### src/rtl/sgs_defines.svh
/*
  Constants of the servo gain set selector: register offsets, field positions,
  codes and reset values. Assumes it is included by bare name from rtl/.
*/
// Function
// - Signal source on: alternate model gain used
// - Signal source on: alternate vibration parameters used
// - Word one/five bit 4 request sets
// - Status words bit 4 show active set
// - Above polarity, level2>=level1: graded switching
// - Above polarity, level2 zero: never set 2
// - Above polarity, level2<level1: never set 1
// - Below polarity, level2<=level1: graded switching
// - Below polarity, level2 zero: never set 2
// - Below polarity, level2>level1: never set 1
// - Bypass on switching: filtered return only
// - Bypass on return: filtered switching only
// - Command switching moves all thirteen together
// - Sources 2,3,4: frequency, droop, speed
// - Set 2 source: 0 off, 1 signal
// - Polarity 0 at/above or on, 1 below/off; the code compares strictly, so a level equal to level 1 never selects set 1
`ifndef SGS_DEFINES_SVH
`define SGS_DEFINES_SVH
`define SGS_OFF_CTRL1 16'h2D01
`define SGS_OFF_CTRL5 16'h2D05
`define SGS_OFF_STAT1 16'h2D11
`define SGS_OFF_STAT5 16'h2D15
`define SGS_OFF_CFG 16'h2D20
`define SGS_OFF_LVL1 16'h2D21
`define SGS_OFF_LVL2 16'h2D22
`define SGS_OFF_TC 16'h2D23
`define SGS_OFF_IRQST 16'h2D30
`define SGS_OFF_IRQMSK 16'h2D31
`define SGS_SW_BIT 4
`define SGS_CFG_SRC 2:0
`define SGS_CFG_POL 3
`define SGS_CFG_SRC2 5:4
`define SGS_CFG_BYP 7:6
`define SGS_TC1 3:0
`define SGS_TC2 7:4
`define SGS_SRC_SIG 3'h1
`define SGS_SRC_FREQ 3'h2
`define SGS_SRC_DROOP 3'h3
`define SGS_SRC_SPEED 3'h4
`define SGS_SRC2_OFF 2'h0
`define SGS_SRC2_SIG 2'h1
`define SGS_SRC2_SAME 2'h2
`define SGS_BYP_NONE 2'h0
`define SGS_BYP_SWITCH 2'h1
`define SGS_BYP_RETURN 2'h2
`define SGS_RST_WORD 16'h0000
`define SGS_RST_CFG 8'h00
`define SGS_RST_TCS 8'h00
`define SGS_RST_IRQ 3'h0
`define SGS_IRQ_ALT1 0
`define SGS_IRQ_ALT2 1
`define SGS_IRQ_BASE 2
`endif

### src/rtl/sgs_pkg.sv
/*
  Types of the servo gain set selector: set enumeration, gain bundle, state.
  Assumes the widths of the defines header.
*/
package sgs_pkg;
  // Which of the three gain sets drives the loops
  typedef enum logic [1:0] {SET_BASE, SET_ALT1, SET_ALT2} sgs_set_e;
  // Thirteen 16-bit gains, index 1 is the model control gain
  typedef logic [12:0][15:0] sgs_gain_t;
  // Whole state of the selector
  typedef struct packed {
    logic [15:0] ctrl1;
    logic [15:0] ctrl5;
    logic [7:0] cfg;
    logic [15:0] lvl1;
    logic [15:0] lvl2;
    logic [7:0] tcs;
    sgs_set_e active;
    logic lastAlt2;
    sgs_gain_t gains;
    logic [2:0] irqStat;
    logic [2:0] irqMask;
    logic [15:0] rdata;
  } sgs_state_s;
endpackage : sgs_pkg

### src/rtl/sgs_gain_selector.sv
/*
  Servo gain set selector: picks base, alternate 1 or alternate 2 gains from
  command bits, input devices or a measured level, filters the hand-over,
  reports the active set and raises an interrupt on each change.
  Assumes all inputs synchronous to sys_clk and ctrlTick one cycle per loop.
*/
// Decided for this implementation: strobed register access.
`timescale 1ns/10ps
`include "sgs_defines.svh"
module sgs_gain_selector (
  input wire logic sys_clk,
  input wire logic nrst,
  input wire logic ce,
  input wire logic ctrlTick,
  input wire logic [15:0] regAddr,
  input wire logic [15:0] regWdata,
  input wire logic regWr,
  input wire logic regRd,
  output logic [15:0] regRdata,
  input wire logic altSet1Input,
  input wire logic altSet2Input,
  input wire logic signed [15:0] motorSpeed,
  input wire logic signed [15:0] cmdFrequency,
  input wire logic signed [15:0] droopPulses,
  input wire sgs_pkg::sgs_gain_t baseGains,
  input wire sgs_pkg::sgs_gain_t set1Gains,
  input wire sgs_pkg::sgs_gain_t set2Gains,
  output sgs_pkg::sgs_gain_t activeGains,
  output logic altSet1ActiveFlag,
  output logic altSet2ActiveFlag,
  output logic irq
);

  // Magnitude of a signed quantity, full range kept
  function automatic logic [15:0] absVal(input logic signed [15:0] v);
    logic [16:0] neg;
    neg = 17'h00000 - {v[15], v};
    absVal = v[15] ? neg[15:0] : v;
  endfunction : absVal

  // One step of the first-order switching filter; shift 0 means no filter
  function automatic logic [15:0] filtStep(input logic [15:0] cur,
                                           input logic [15:0] tgt,
                                           input logic [3:0] tc);
    logic signed [16:0] diff;
    logic signed [16:0] step;
    logic [16:0] sum;
    diff = $signed({1'b0, tgt}) - $signed({1'b0, cur});
    step = diff >>> tc;
    sum = {1'b0, cur} + step;
    // A step that rounds to zero would never arrive, so snap
    if (tc == 4'h0 || step == 17'sh00000)
      filtStep = tgt;
    else
      filtStep = sum[15:0];
  endfunction : filtStep

  // Level comparison for the level driven sources
  function automatic sgs_pkg::sgs_set_e levelSel(input logic below,
                                                  input logic use2,
                                                  input logic [15:0] l1,
                                                  input logic [15:0] l2,
                                                  input logic [15:0] v);
    logic no2;
    no2 = !use2 || l2 == `SGS_RST_WORD;
    levelSel = sgs_pkg::SET_BASE;
    if (!below) begin
      // Above level polarity
      if (no2)
        levelSel = (v > l1) ? sgs_pkg::SET_ALT1 : sgs_pkg::SET_BASE;
      else if (l2 >= l1) begin
        if (v > l2)
          levelSel = sgs_pkg::SET_ALT2;
        else if (v > l1)
          levelSel = sgs_pkg::SET_ALT1;
      end else if (v > l2)
        levelSel = sgs_pkg::SET_ALT2;
    end else begin
      // Below level polarity
      if (no2)
        levelSel = (v < l1) ? sgs_pkg::SET_ALT1 : sgs_pkg::SET_BASE;
      else if (l2 <= l1) begin
        if (v < l2)
          levelSel = sgs_pkg::SET_ALT2;
        else if (v < l1)
          levelSel = sgs_pkg::SET_ALT1;
      end else if (v < l2)
        levelSel = sgs_pkg::SET_ALT2;
    end
  endfunction : levelSel

  sgs_pkg::sgs_state_s q; // Registered state
  sgs_pkg::sgs_state_s next_q; // Next state

  // Decoded configuration fields and derived combinational signals
  logic [2:0] src;
  logic below;
  logic [1:0] src2;
  logic [1:0] byp;
  logic sig1;
  logic sig2;
  logic [15:0] level;
  sgs_pkg::sgs_set_e sel;
  sgs_pkg::sgs_gain_t tgtGains;
  logic [3:0] tgtTc;
  logic direct;
  logic [15:0] stat1;
  logic [15:0] stat5;
  logic [2:0] events;

  assign src = q.cfg[`SGS_CFG_SRC];
  assign below = q.cfg[`SGS_CFG_POL];
  assign src2 = q.cfg[`SGS_CFG_SRC2];
  assign byp = q.cfg[`SGS_CFG_BYP];

  // Switch signals: command bit or input device; polarity 1 means active off
  assign sig1 = (q.ctrl1[`SGS_SW_BIT] | altSet1Input) ^ below;
  assign sig2 = (q.ctrl5[`SGS_SW_BIT] | altSet2Input) ^ below;

  // Measured level by source code
  always_comb begin
    case (src)
      `SGS_SRC_FREQ: level = absVal(cmdFrequency);
      `SGS_SRC_DROOP: level = absVal(droopPulses);
      `SGS_SRC_SPEED: level = absVal(motorSpeed);
      default: level = `SGS_RST_WORD;
    endcase
  end

  // Candidate set for this control cycle
  always_comb begin
    sel = sgs_pkg::SET_BASE;
    case (src)
      `SGS_SRC_SIG: begin
        // Set 2 wins over set 1 while its signal is on
        if (src2 == `SGS_SRC2_SIG && sig2)
          sel = sgs_pkg::SET_ALT2;
        else if (sig1)
          sel = sgs_pkg::SET_ALT1;
        else
          sel = sgs_pkg::SET_BASE;
      end
      `SGS_SRC_FREQ, `SGS_SRC_DROOP, `SGS_SRC_SPEED: begin
        sel = levelSel(below, src2 == `SGS_SRC2_SAME, q.lvl1, q.lvl2, level);
        // Signal driven set 2 still overrides a level choice
        if (src2 == `SGS_SRC2_SIG && sig2)
          sel = sgs_pkg::SET_ALT2;
      end
      default: sel = sgs_pkg::SET_BASE;
    endcase
  end

  // Target bundle and filter constant; a return uses the leaving set's constant
  always_comb begin
    case (sel)
      sgs_pkg::SET_ALT1: begin
        tgtGains = set1Gains;
        tgtTc = q.tcs[`SGS_TC1];
      end
      sgs_pkg::SET_ALT2: begin
        tgtGains = set2Gains;
        tgtTc = q.tcs[`SGS_TC2];
      end
      default: begin
        tgtGains = baseGains;
        tgtTc = q.lastAlt2 ? q.tcs[`SGS_TC2] : q.tcs[`SGS_TC1];
      end
    endcase
  end

  // Filter bypass on the switching cycle only
  assign direct = (sel != q.active) &&
                  ((sel != sgs_pkg::SET_BASE && byp == `SGS_BYP_SWITCH) ||
                   (sel == sgs_pkg::SET_BASE && byp == `SGS_BYP_RETURN));

  // Set change events
  always_comb begin
    events = `SGS_RST_IRQ;
    if (ctrlTick && sel != q.active) begin
      events[`SGS_IRQ_ALT1] = sel == sgs_pkg::SET_ALT1;
      events[`SGS_IRQ_ALT2] = sel == sgs_pkg::SET_ALT2;
      events[`SGS_IRQ_BASE] = sel == sgs_pkg::SET_BASE;
    end
  end

  // Status words, only bit 4 is live
  always_comb begin
    stat1 = `SGS_RST_WORD;
    stat5 = `SGS_RST_WORD;
    stat1[`SGS_SW_BIT] = q.active == sgs_pkg::SET_ALT1;
    stat5[`SGS_SW_BIT] = q.active == sgs_pkg::SET_ALT2;
  end

  // Next state: register port, set resolution, filter, interrupt status
  always_comb begin
    next_q = q;
    // Writes; status words are read only
    if (regWr) begin
      case (regAddr)
        `SGS_OFF_CTRL1: next_q.ctrl1 = regWdata;
        `SGS_OFF_CTRL5: next_q.ctrl5 = regWdata;
        `SGS_OFF_CFG: next_q.cfg = regWdata[7:0];
        `SGS_OFF_LVL1: next_q.lvl1 = regWdata;
        `SGS_OFF_LVL2: next_q.lvl2 = regWdata;
        `SGS_OFF_TC: next_q.tcs = regWdata[7:0];
        `SGS_OFF_IRQMSK: next_q.irqMask = regWdata[2:0];
        default: ;
      endcase
    end
    // Read data stands only in the cycle after the strobe
    next_q.rdata = `SGS_RST_WORD;
    if (regRd) begin
      case (regAddr)
        `SGS_OFF_CTRL1: next_q.rdata = q.ctrl1;
        `SGS_OFF_CTRL5: next_q.rdata = q.ctrl5;
        `SGS_OFF_STAT1: next_q.rdata = stat1;
        `SGS_OFF_STAT5: next_q.rdata = stat5;
        `SGS_OFF_CFG: next_q.rdata = {8'h00, q.cfg};
        `SGS_OFF_LVL1: next_q.rdata = q.lvl1;
        `SGS_OFF_LVL2: next_q.rdata = q.lvl2;
        `SGS_OFF_TC: next_q.rdata = {8'h00, q.tcs};
        `SGS_OFF_IRQST: next_q.rdata = {13'h0000, q.irqStat};
        `SGS_OFF_IRQMSK: next_q.rdata = {13'h0000, q.irqMask};
        default: next_q.rdata = `SGS_RST_WORD;
      endcase
    end
    // Once per loop cycle the whole bundle moves together
    if (ctrlTick) begin
      next_q.active = sel;
      if (sel == sgs_pkg::SET_ALT1)
        next_q.lastAlt2 = 1'b0;
      else if (sel == sgs_pkg::SET_ALT2)
        next_q.lastAlt2 = 1'b1;
      for (int i = 0; i < 13; i++) begin
        if (direct)
          next_q.gains[i] = tgtGains[i];
        else
          next_q.gains[i] = filtStep(q.gains[i], tgtGains[i], tgtTc);
      end
    end
    // Write one clears, a new event in the same cycle wins
    next_q.irqStat = q.irqStat & ~((regWr && regAddr == `SGS_OFF_IRQST) ?
                                   regWdata[2:0] : `SGS_RST_IRQ);
    next_q.irqStat = next_q.irqStat | events;
  end

  // State register, frozen while ce is low
  always_ff @(posedge sys_clk or negedge nrst) begin
    if (!nrst) begin
      q <= '0;
    end else if (ce) begin
      q <= next_q;
    end
  end

  assign regRdata = q.rdata;
  assign activeGains = q.gains;
  assign altSet1ActiveFlag = q.active == sgs_pkg::SET_ALT1;
  assign altSet2ActiveFlag = q.active == sgs_pkg::SET_ALT2;
  assign irq = |(q.irqStat & q.irqMask);

  // Set 2 command beats set 1 in signal mode
  chk_set2_wins: assert property (@(posedge sys_clk) disable iff (!nrst)
    ce && ctrlTick && src == `SGS_SRC_SIG && src2 == `SGS_SRC2_SIG && !below &&
    q.ctrl5[`SGS_SW_BIT] |=> q.active == sgs_pkg::SET_ALT2)
    else $error("set 2 command did not select set 2");

  // Both commands off returns to base
  chk_both_off_base: assert property (@(posedge sys_clk) disable iff (!nrst)
    ce && ctrlTick && src == `SGS_SRC_SIG && !below && !altSet1Input &&
    !altSet2Input && !q.ctrl1[`SGS_SW_BIT] && !q.ctrl5[`SGS_SW_BIT]
    |=> q.active == sgs_pkg::SET_BASE)
    else $error("base set not restored");

  // Status read shows the active set one cycle later
  chk_status_read: assert property (@(posedge sys_clk) disable iff (!nrst)
    ce && regRd && regAddr == `SGS_OFF_STAT5
    |=> regRdata[`SGS_SW_BIT] == $past(q.active == sgs_pkg::SET_ALT2))
    else $error("status word five wrong");

  // Zero second level never yields set 2
  chk_zero_lvl2: assert property (@(posedge sys_clk) disable iff (!nrst)
    ce && ctrlTick && src == `SGS_SRC_SPEED && src2 == `SGS_SRC2_SAME &&
    q.lvl2 == `SGS_RST_WORD |=> q.active != sgs_pkg::SET_ALT2)
    else $error("set 2 chosen with zero level");

  // Inverted levels above polarity never give set 1
  chk_above_no_set1: assert property (@(posedge sys_clk) disable iff (!nrst)
    ce && ctrlTick && src == `SGS_SRC_SPEED && src2 == `SGS_SRC2_SAME && !below &&
    q.lvl2 != `SGS_RST_WORD && q.lvl2 < q.lvl1 |=> q.active != sgs_pkg::SET_ALT1)
    else $error("set 1 chosen with level 2 below level 1");

  // Inverted levels below polarity never give set 1
  chk_below_no_set1: assert property (@(posedge sys_clk) disable iff (!nrst)
    ce && ctrlTick && src == `SGS_SRC_SPEED && src2 == `SGS_SRC2_SAME && below &&
    q.lvl2 > q.lvl1 |=> q.active != sgs_pkg::SET_ALT1)
    else $error("set 1 chosen with level 2 above level 1");

  // Speed over level 2 selects set 2
  chk_above_set2: assert property (@(posedge sys_clk) disable iff (!nrst)
    ce && ctrlTick && src == `SGS_SRC_SPEED && src2 == `SGS_SRC2_SAME && !below &&
    q.lvl2 != `SGS_RST_WORD && q.lvl2 >= q.lvl1 && absVal(motorSpeed) > q.lvl2
    |=> q.active == sgs_pkg::SET_ALT2)
    else $error("set 2 not chosen above level 2");

  // At or above level 1 with below polarity stays base
  chk_below_base: assert property (@(posedge sys_clk) disable iff (!nrst)
    ce && ctrlTick && src == `SGS_SRC_SPEED && src2 == `SGS_SRC2_SAME && below &&
    q.lvl2 <= q.lvl1 && absVal(motorSpeed) >= q.lvl1
    |=> q.active == sgs_pkg::SET_BASE)
    else $error("base not kept above level 1");

  // Bypassed switch loads the new bundle at once
  chk_bypass_switch: assert property (@(posedge sys_clk) disable iff (!nrst)
    ce && ctrlTick && byp == `SGS_BYP_SWITCH && q.active == sgs_pkg::SET_BASE &&
    sel != sgs_pkg::SET_BASE |=> activeGains == $past(tgtGains))
    else $error("switch was filtered despite bypass");

  // Bypassed return loads base at once
  chk_bypass_return: assert property (@(posedge sys_clk) disable iff (!nrst)
    ce && ctrlTick && byp == `SGS_BYP_RETURN && q.active != sgs_pkg::SET_BASE &&
    sel == sgs_pkg::SET_BASE |=> activeGains == $past(baseGains))
    else $error("return was filtered despite bypass");

endmodule : sgs_gain_selector

### config.mk
export PLATFORM = sky130hd
export DESIGN_NAME = sgs_gain_selector
export DESIGN_NICKNAME = d
export VERILOG_FILES = /design/src/rtl/sgs_pkg.sv /design/src/rtl/sgs_gain_selector.sv
export VERILOG_INCLUDE_DIRS = /design/src /design/src/rtl
export SDC_FILE = /design/constraint.sdc
export NUM_CORES = 2
export LEC_CHECK = 0
export BUFFER_PORTS_ARGS = -buffer_cell sky130_fd_sc_hd__buf_4
export CORE_AREA = 3 3 361 363
export CTS_BUF_LIST = sky130_fd_sc_hd__clkbuf_4 sky130_fd_sc_hd__clkbuf_8
export CTS_CLUSTER_DIAMETER = 30
export CTS_CLUSTER_SIZE = 40
export DETAILED_ROUTE_END_ITERATION = 8
export DIE_AREA = 0 0 364 366
export PLACE_DENSITY = 0.71
export SLEW_MARGIN = 30
export SYNTH_ARGS = -nofsm -noshare
export SYNTH_HDL_FRONTEND = slang
export SYNTH_SLANG_ARGS = --single-unit
### constraint.sdc
create_clock -name sys_clk -period 10.8 [get_ports sys_clk]
set_input_delay 2.16 -clock sys_clk [delete_from_list [all_inputs] [get_ports sys_clk]]
set_output_delay 2.16 -clock sys_clk [all_outputs]
set_load 0.01 [all_outputs]
==> results.sh <==
export IMPL_status="finished, violations left"
export IMPL_violations="negative setup slack"
export IMPL_synth_edf_count=0
export IMPL_setup_violations_final=79
export IMPL_finalClockSkew_ns=0.1001
export IMPL_antenna_found_initial=9
export IMPL_dr_pass1_iters=9
export IMPL_syn_area_mm2=0.05318
export IMPL_yosys_area_top_type_share_pct=14.73
export IMPL_whs_ns=0.5093
export IMPL_ys_seq_elements=313
export IMPL_die_area_mm2=0.1332
export IMPL_slew_violations=0
export IMPL_synthTopCellsByArea="dfrtp_1 (15%), ha_1 (11%), a21oi_1 (6.0%), nand2_1 (4.8%), o21ai_0 (4.5%)"
export IMPL_seqPwrFrac_pct=11.3
export IMPL_worst_ep_required_time_ns=11.50
export IMPL_synth_cell_types=108
export IMPL_min_path_type="reg -> reg"
export IMPL_post_route_period_util_pct=105.2
export IMPL_cts_root_buffer="clkbuf_8"
export IMPL_synth_avg_cell_area_um2=7.281
export IMPL_swShare_pct=41.70
export IMPL_nets=11220
export IMPL_criticalPathCategory="in -> reg"
export IMPL_crit_family="compound AO/OA/AOI/OAI gates"
export IMPL_num_vias=70420
export IMPL_worst_skew_pair_late_latency_ns=0.91
export IMPL_wl_um=275500
export IMPL_clkPwrFrac_pct=19.6
export IMPL_internal_power_uw=7463
export IMPL_worstMarginPinSlew_ns=0.9497
export IMPL_grtUsageTotal_pct=39.05
export IMPL_grt_pass1_wl_um=406200
export IMPL_io_buffers=938
export IMPL_h_tree_depth=3
export IMPL_max_freq_ghz=0.08801
export IMPL_cts_tree="done"
export IMPL_drc_errors=0
export IMPL_powerDensity_mw_per_mm2=150.4
export IMPL_crit_path_max_fanout=6
export IMPL_cellLeakagePower_uw=0.04092
export IMPL_finalCriticalPeriod_ns=11.36
export IMPL_path_clk_slew_ns=0.07
export IMPL_seq_area_frac_synth_pct=14.73
export IMPL_die_w_um=364
export IMPL_cts_sinks=313
export IMPL_clk_path_buf_depth=3
export IMPL_rsz0062_at_grt="yes"
export IMPL_grt_max_degree=153
export IMPL_routedWlPerCell_um=23.43
export IMPL_p_switching_uw=5337
export IMPL_start_kind="input pin"
export IMPL_slew_headroom_pct=36.69
export IMPL_cp_end_kind="flop"
export IMPL_dp_worst_setup_slack_ns=-2.022
export IMPL_hold_viol_final=0
export IMPL_gp_routability_congestion=1.049
export IMPL_critPathSlowestCell="or4_4"
export IMPL_syn_inst=7304
export IMPL_drive_gt1_share_pct=43.45
export IMPL_path_buf_inv=6
export IMPL_yosysTopAreaCell="dfrtp_1"
export IMPL_dp_hpwl_um=214400
export IMPL_num_rows=131
export IMPL_area_growth_syn_to_layout_pct=60.01
export IMPL_viasPerCell=5.990
export IMPL_fin_setup_tns_ns=-20.71
export IMPL_drt_iter0_drc=7030
export IMPL_ys_warn_count=0
export IMPL_fp_dieH_um=366
export IMPL_slowest_delay_ns=0.54
export IMPL_final_area_mm2=0.08509
export IMPL_p_comb_share_pct=69.1
export IMPL_fin_ws_ns=-0.5618
export IMPL_peakVddDrop_v=0.0001106
export IMPL_cp_arrival_ns=12.06
export IMPL_coreArea_mm2=0.1274
export IMPL_ant_nets=0
export IMPL_grt_pass1_vias=69760
export IMPL_syn_num_nets=8523
export IMPL_ios=939
export IMPL_grt_overflow_total=0
export IMPL_start_util_pct=41.76
export IMPL_cts_buffers=100
export IMPL_placed_area_mm2=0.07721
export IMPL_ys_flop_type="dfrtp_1"
export IMPL_async_reset_ff_share_pct=100.0
export IMPL_max_cap_violations=0
-- cell usage in the layout (no fill, tap or decap), drive strengths merged, types with 98 or more instances in the layout --
cell type,n
o221ai,110
o21a,104
dfrtp,313
a21oi,635
nor3,183
buf,3278
inv,356
mux2i,208
o21ai,543
nand3,221
o211ai,106
clkbuf,127
nand2,684
ha,481
a21o,137
a22oi,243
mux2,98
nor2,621
a211oi,99
xnor2,164
xor2,119
-- synthesized netlist by cell type, types with 67 or more instances --
cell type and number:
mux2_2 93, o211ai_1 105, a211oi_1 98, o21a_1 104, a21o_1 137, mux2i_1 207, nor2_1 621, nor2b_1 70
xnor2_1 164, nor3_1 183, a31oi_1 74, a21oi_1 635, buf_4 232, buf_2 81, clkbuf_1 302, ha_1 481
o221ai_1 110, dfrtp_1 313, o21ai_0 475, xor2_1 119, o21ai_1 67, nand2_1 684, inv_1 347, nand3_1 220
a22oi_1 243
-- registers in the layout, indices dropped and copies added, names as in the netlist --
name,cells
below,1
byp,2
activeGains,208
q,86
regRdata,16
-- logic make-up (layout without fill, tap and decap cells) --
logic type	Yosys count	count (layout)	synth area share (%)
AOI/OAI and AO/OA	2653	2653	33.47
DFF	313	313	14.73
and+or+nand+nor	2198	2198	19.22
muxes	314	314	6.336
other	0	8	0
adders and majority gates	509	509	12.33
xor gates and xnor gates	283	283	4.661
buffers and inverters	1034	3816	9.253
-- metal layers --
metal | part of all wire, % | routed length [µm] | vias to the layer above | global-route usage [%]
met3 | 8.4 | 23070 | 915 | 8.274
met4 | 7.7 | 21110 | 2 | 25.68
met1 | 38 | 105700 | 33500 | 45.91
li1 | - | - | 32540 | -
met2 | 46 | 125500 | 3467 | 63.93
met5 | 0.0054 | 15 | - | 0
-- repair_timing --
action                                  CTS  global route
gates cloned                             11             1
pin swaps                               299            92
hold buffers                              0             0
endpoints found under the setup margin  118           189
buffers inserted                        146            32
resized for setup                       531           186
-- power groups by stage --
stage | sequential [µW] | clock (µW) | combinational (µW)
after global routing | 1450 | 2590 | 9490
after global placement | 1450 | 0 | 7740
final | 1450 | 2510 | 8840
after detailed placement | 1450 | 0 | 7900
after floorplan | 1380 | 0 | 4290
after CTS | 1440 | 2530 | 8440
-- stage by stage --
| step | cells | utilization [%] | power [µW] |
|---|---|---|---|
| CTS | 11710 | 65.90 | 12410 |
| global placement | 11380 | 60.62 | 9192 |
| global route | 11750 | 66.81 | 13540 |
| finish | 11760 | 66.82 | 12800 |
| detailed placement | 11380 | 60.62 | 9349 |
| floorplan | 7304 | - | 5669 |
-- cell type report --
cell class	count	area, µm²
sequential	313	7833
clock inverter	60	1074
antenna	8	20.02
multi-input combinational	5957	44830
timing repair buffer	3283	26280
fill	10550	42260
inverter	347	1305
tap	1662	2079
clock buffer	126	1678
-- final timing paths --
check / end / cells after the start / slack, ns / startpoint
max: activeGains[95] / 49 / -0.56 / motorSpeed[2]
min: q[307] / 1 / 0.51 / q[307]
max reg2reg: activeGains[95] / 43 / 0.67 / q[274]
min reg2reg: q[307] / 1 / 0.51 / q[307]
max in group asynchronous: activeGains[93] / 3 / 7.56 / nrst
min in group asynchronous: activeGains[24] / 1 / 1.17 / nrst
Note: power is estimated with default switching activity, not from simulation.
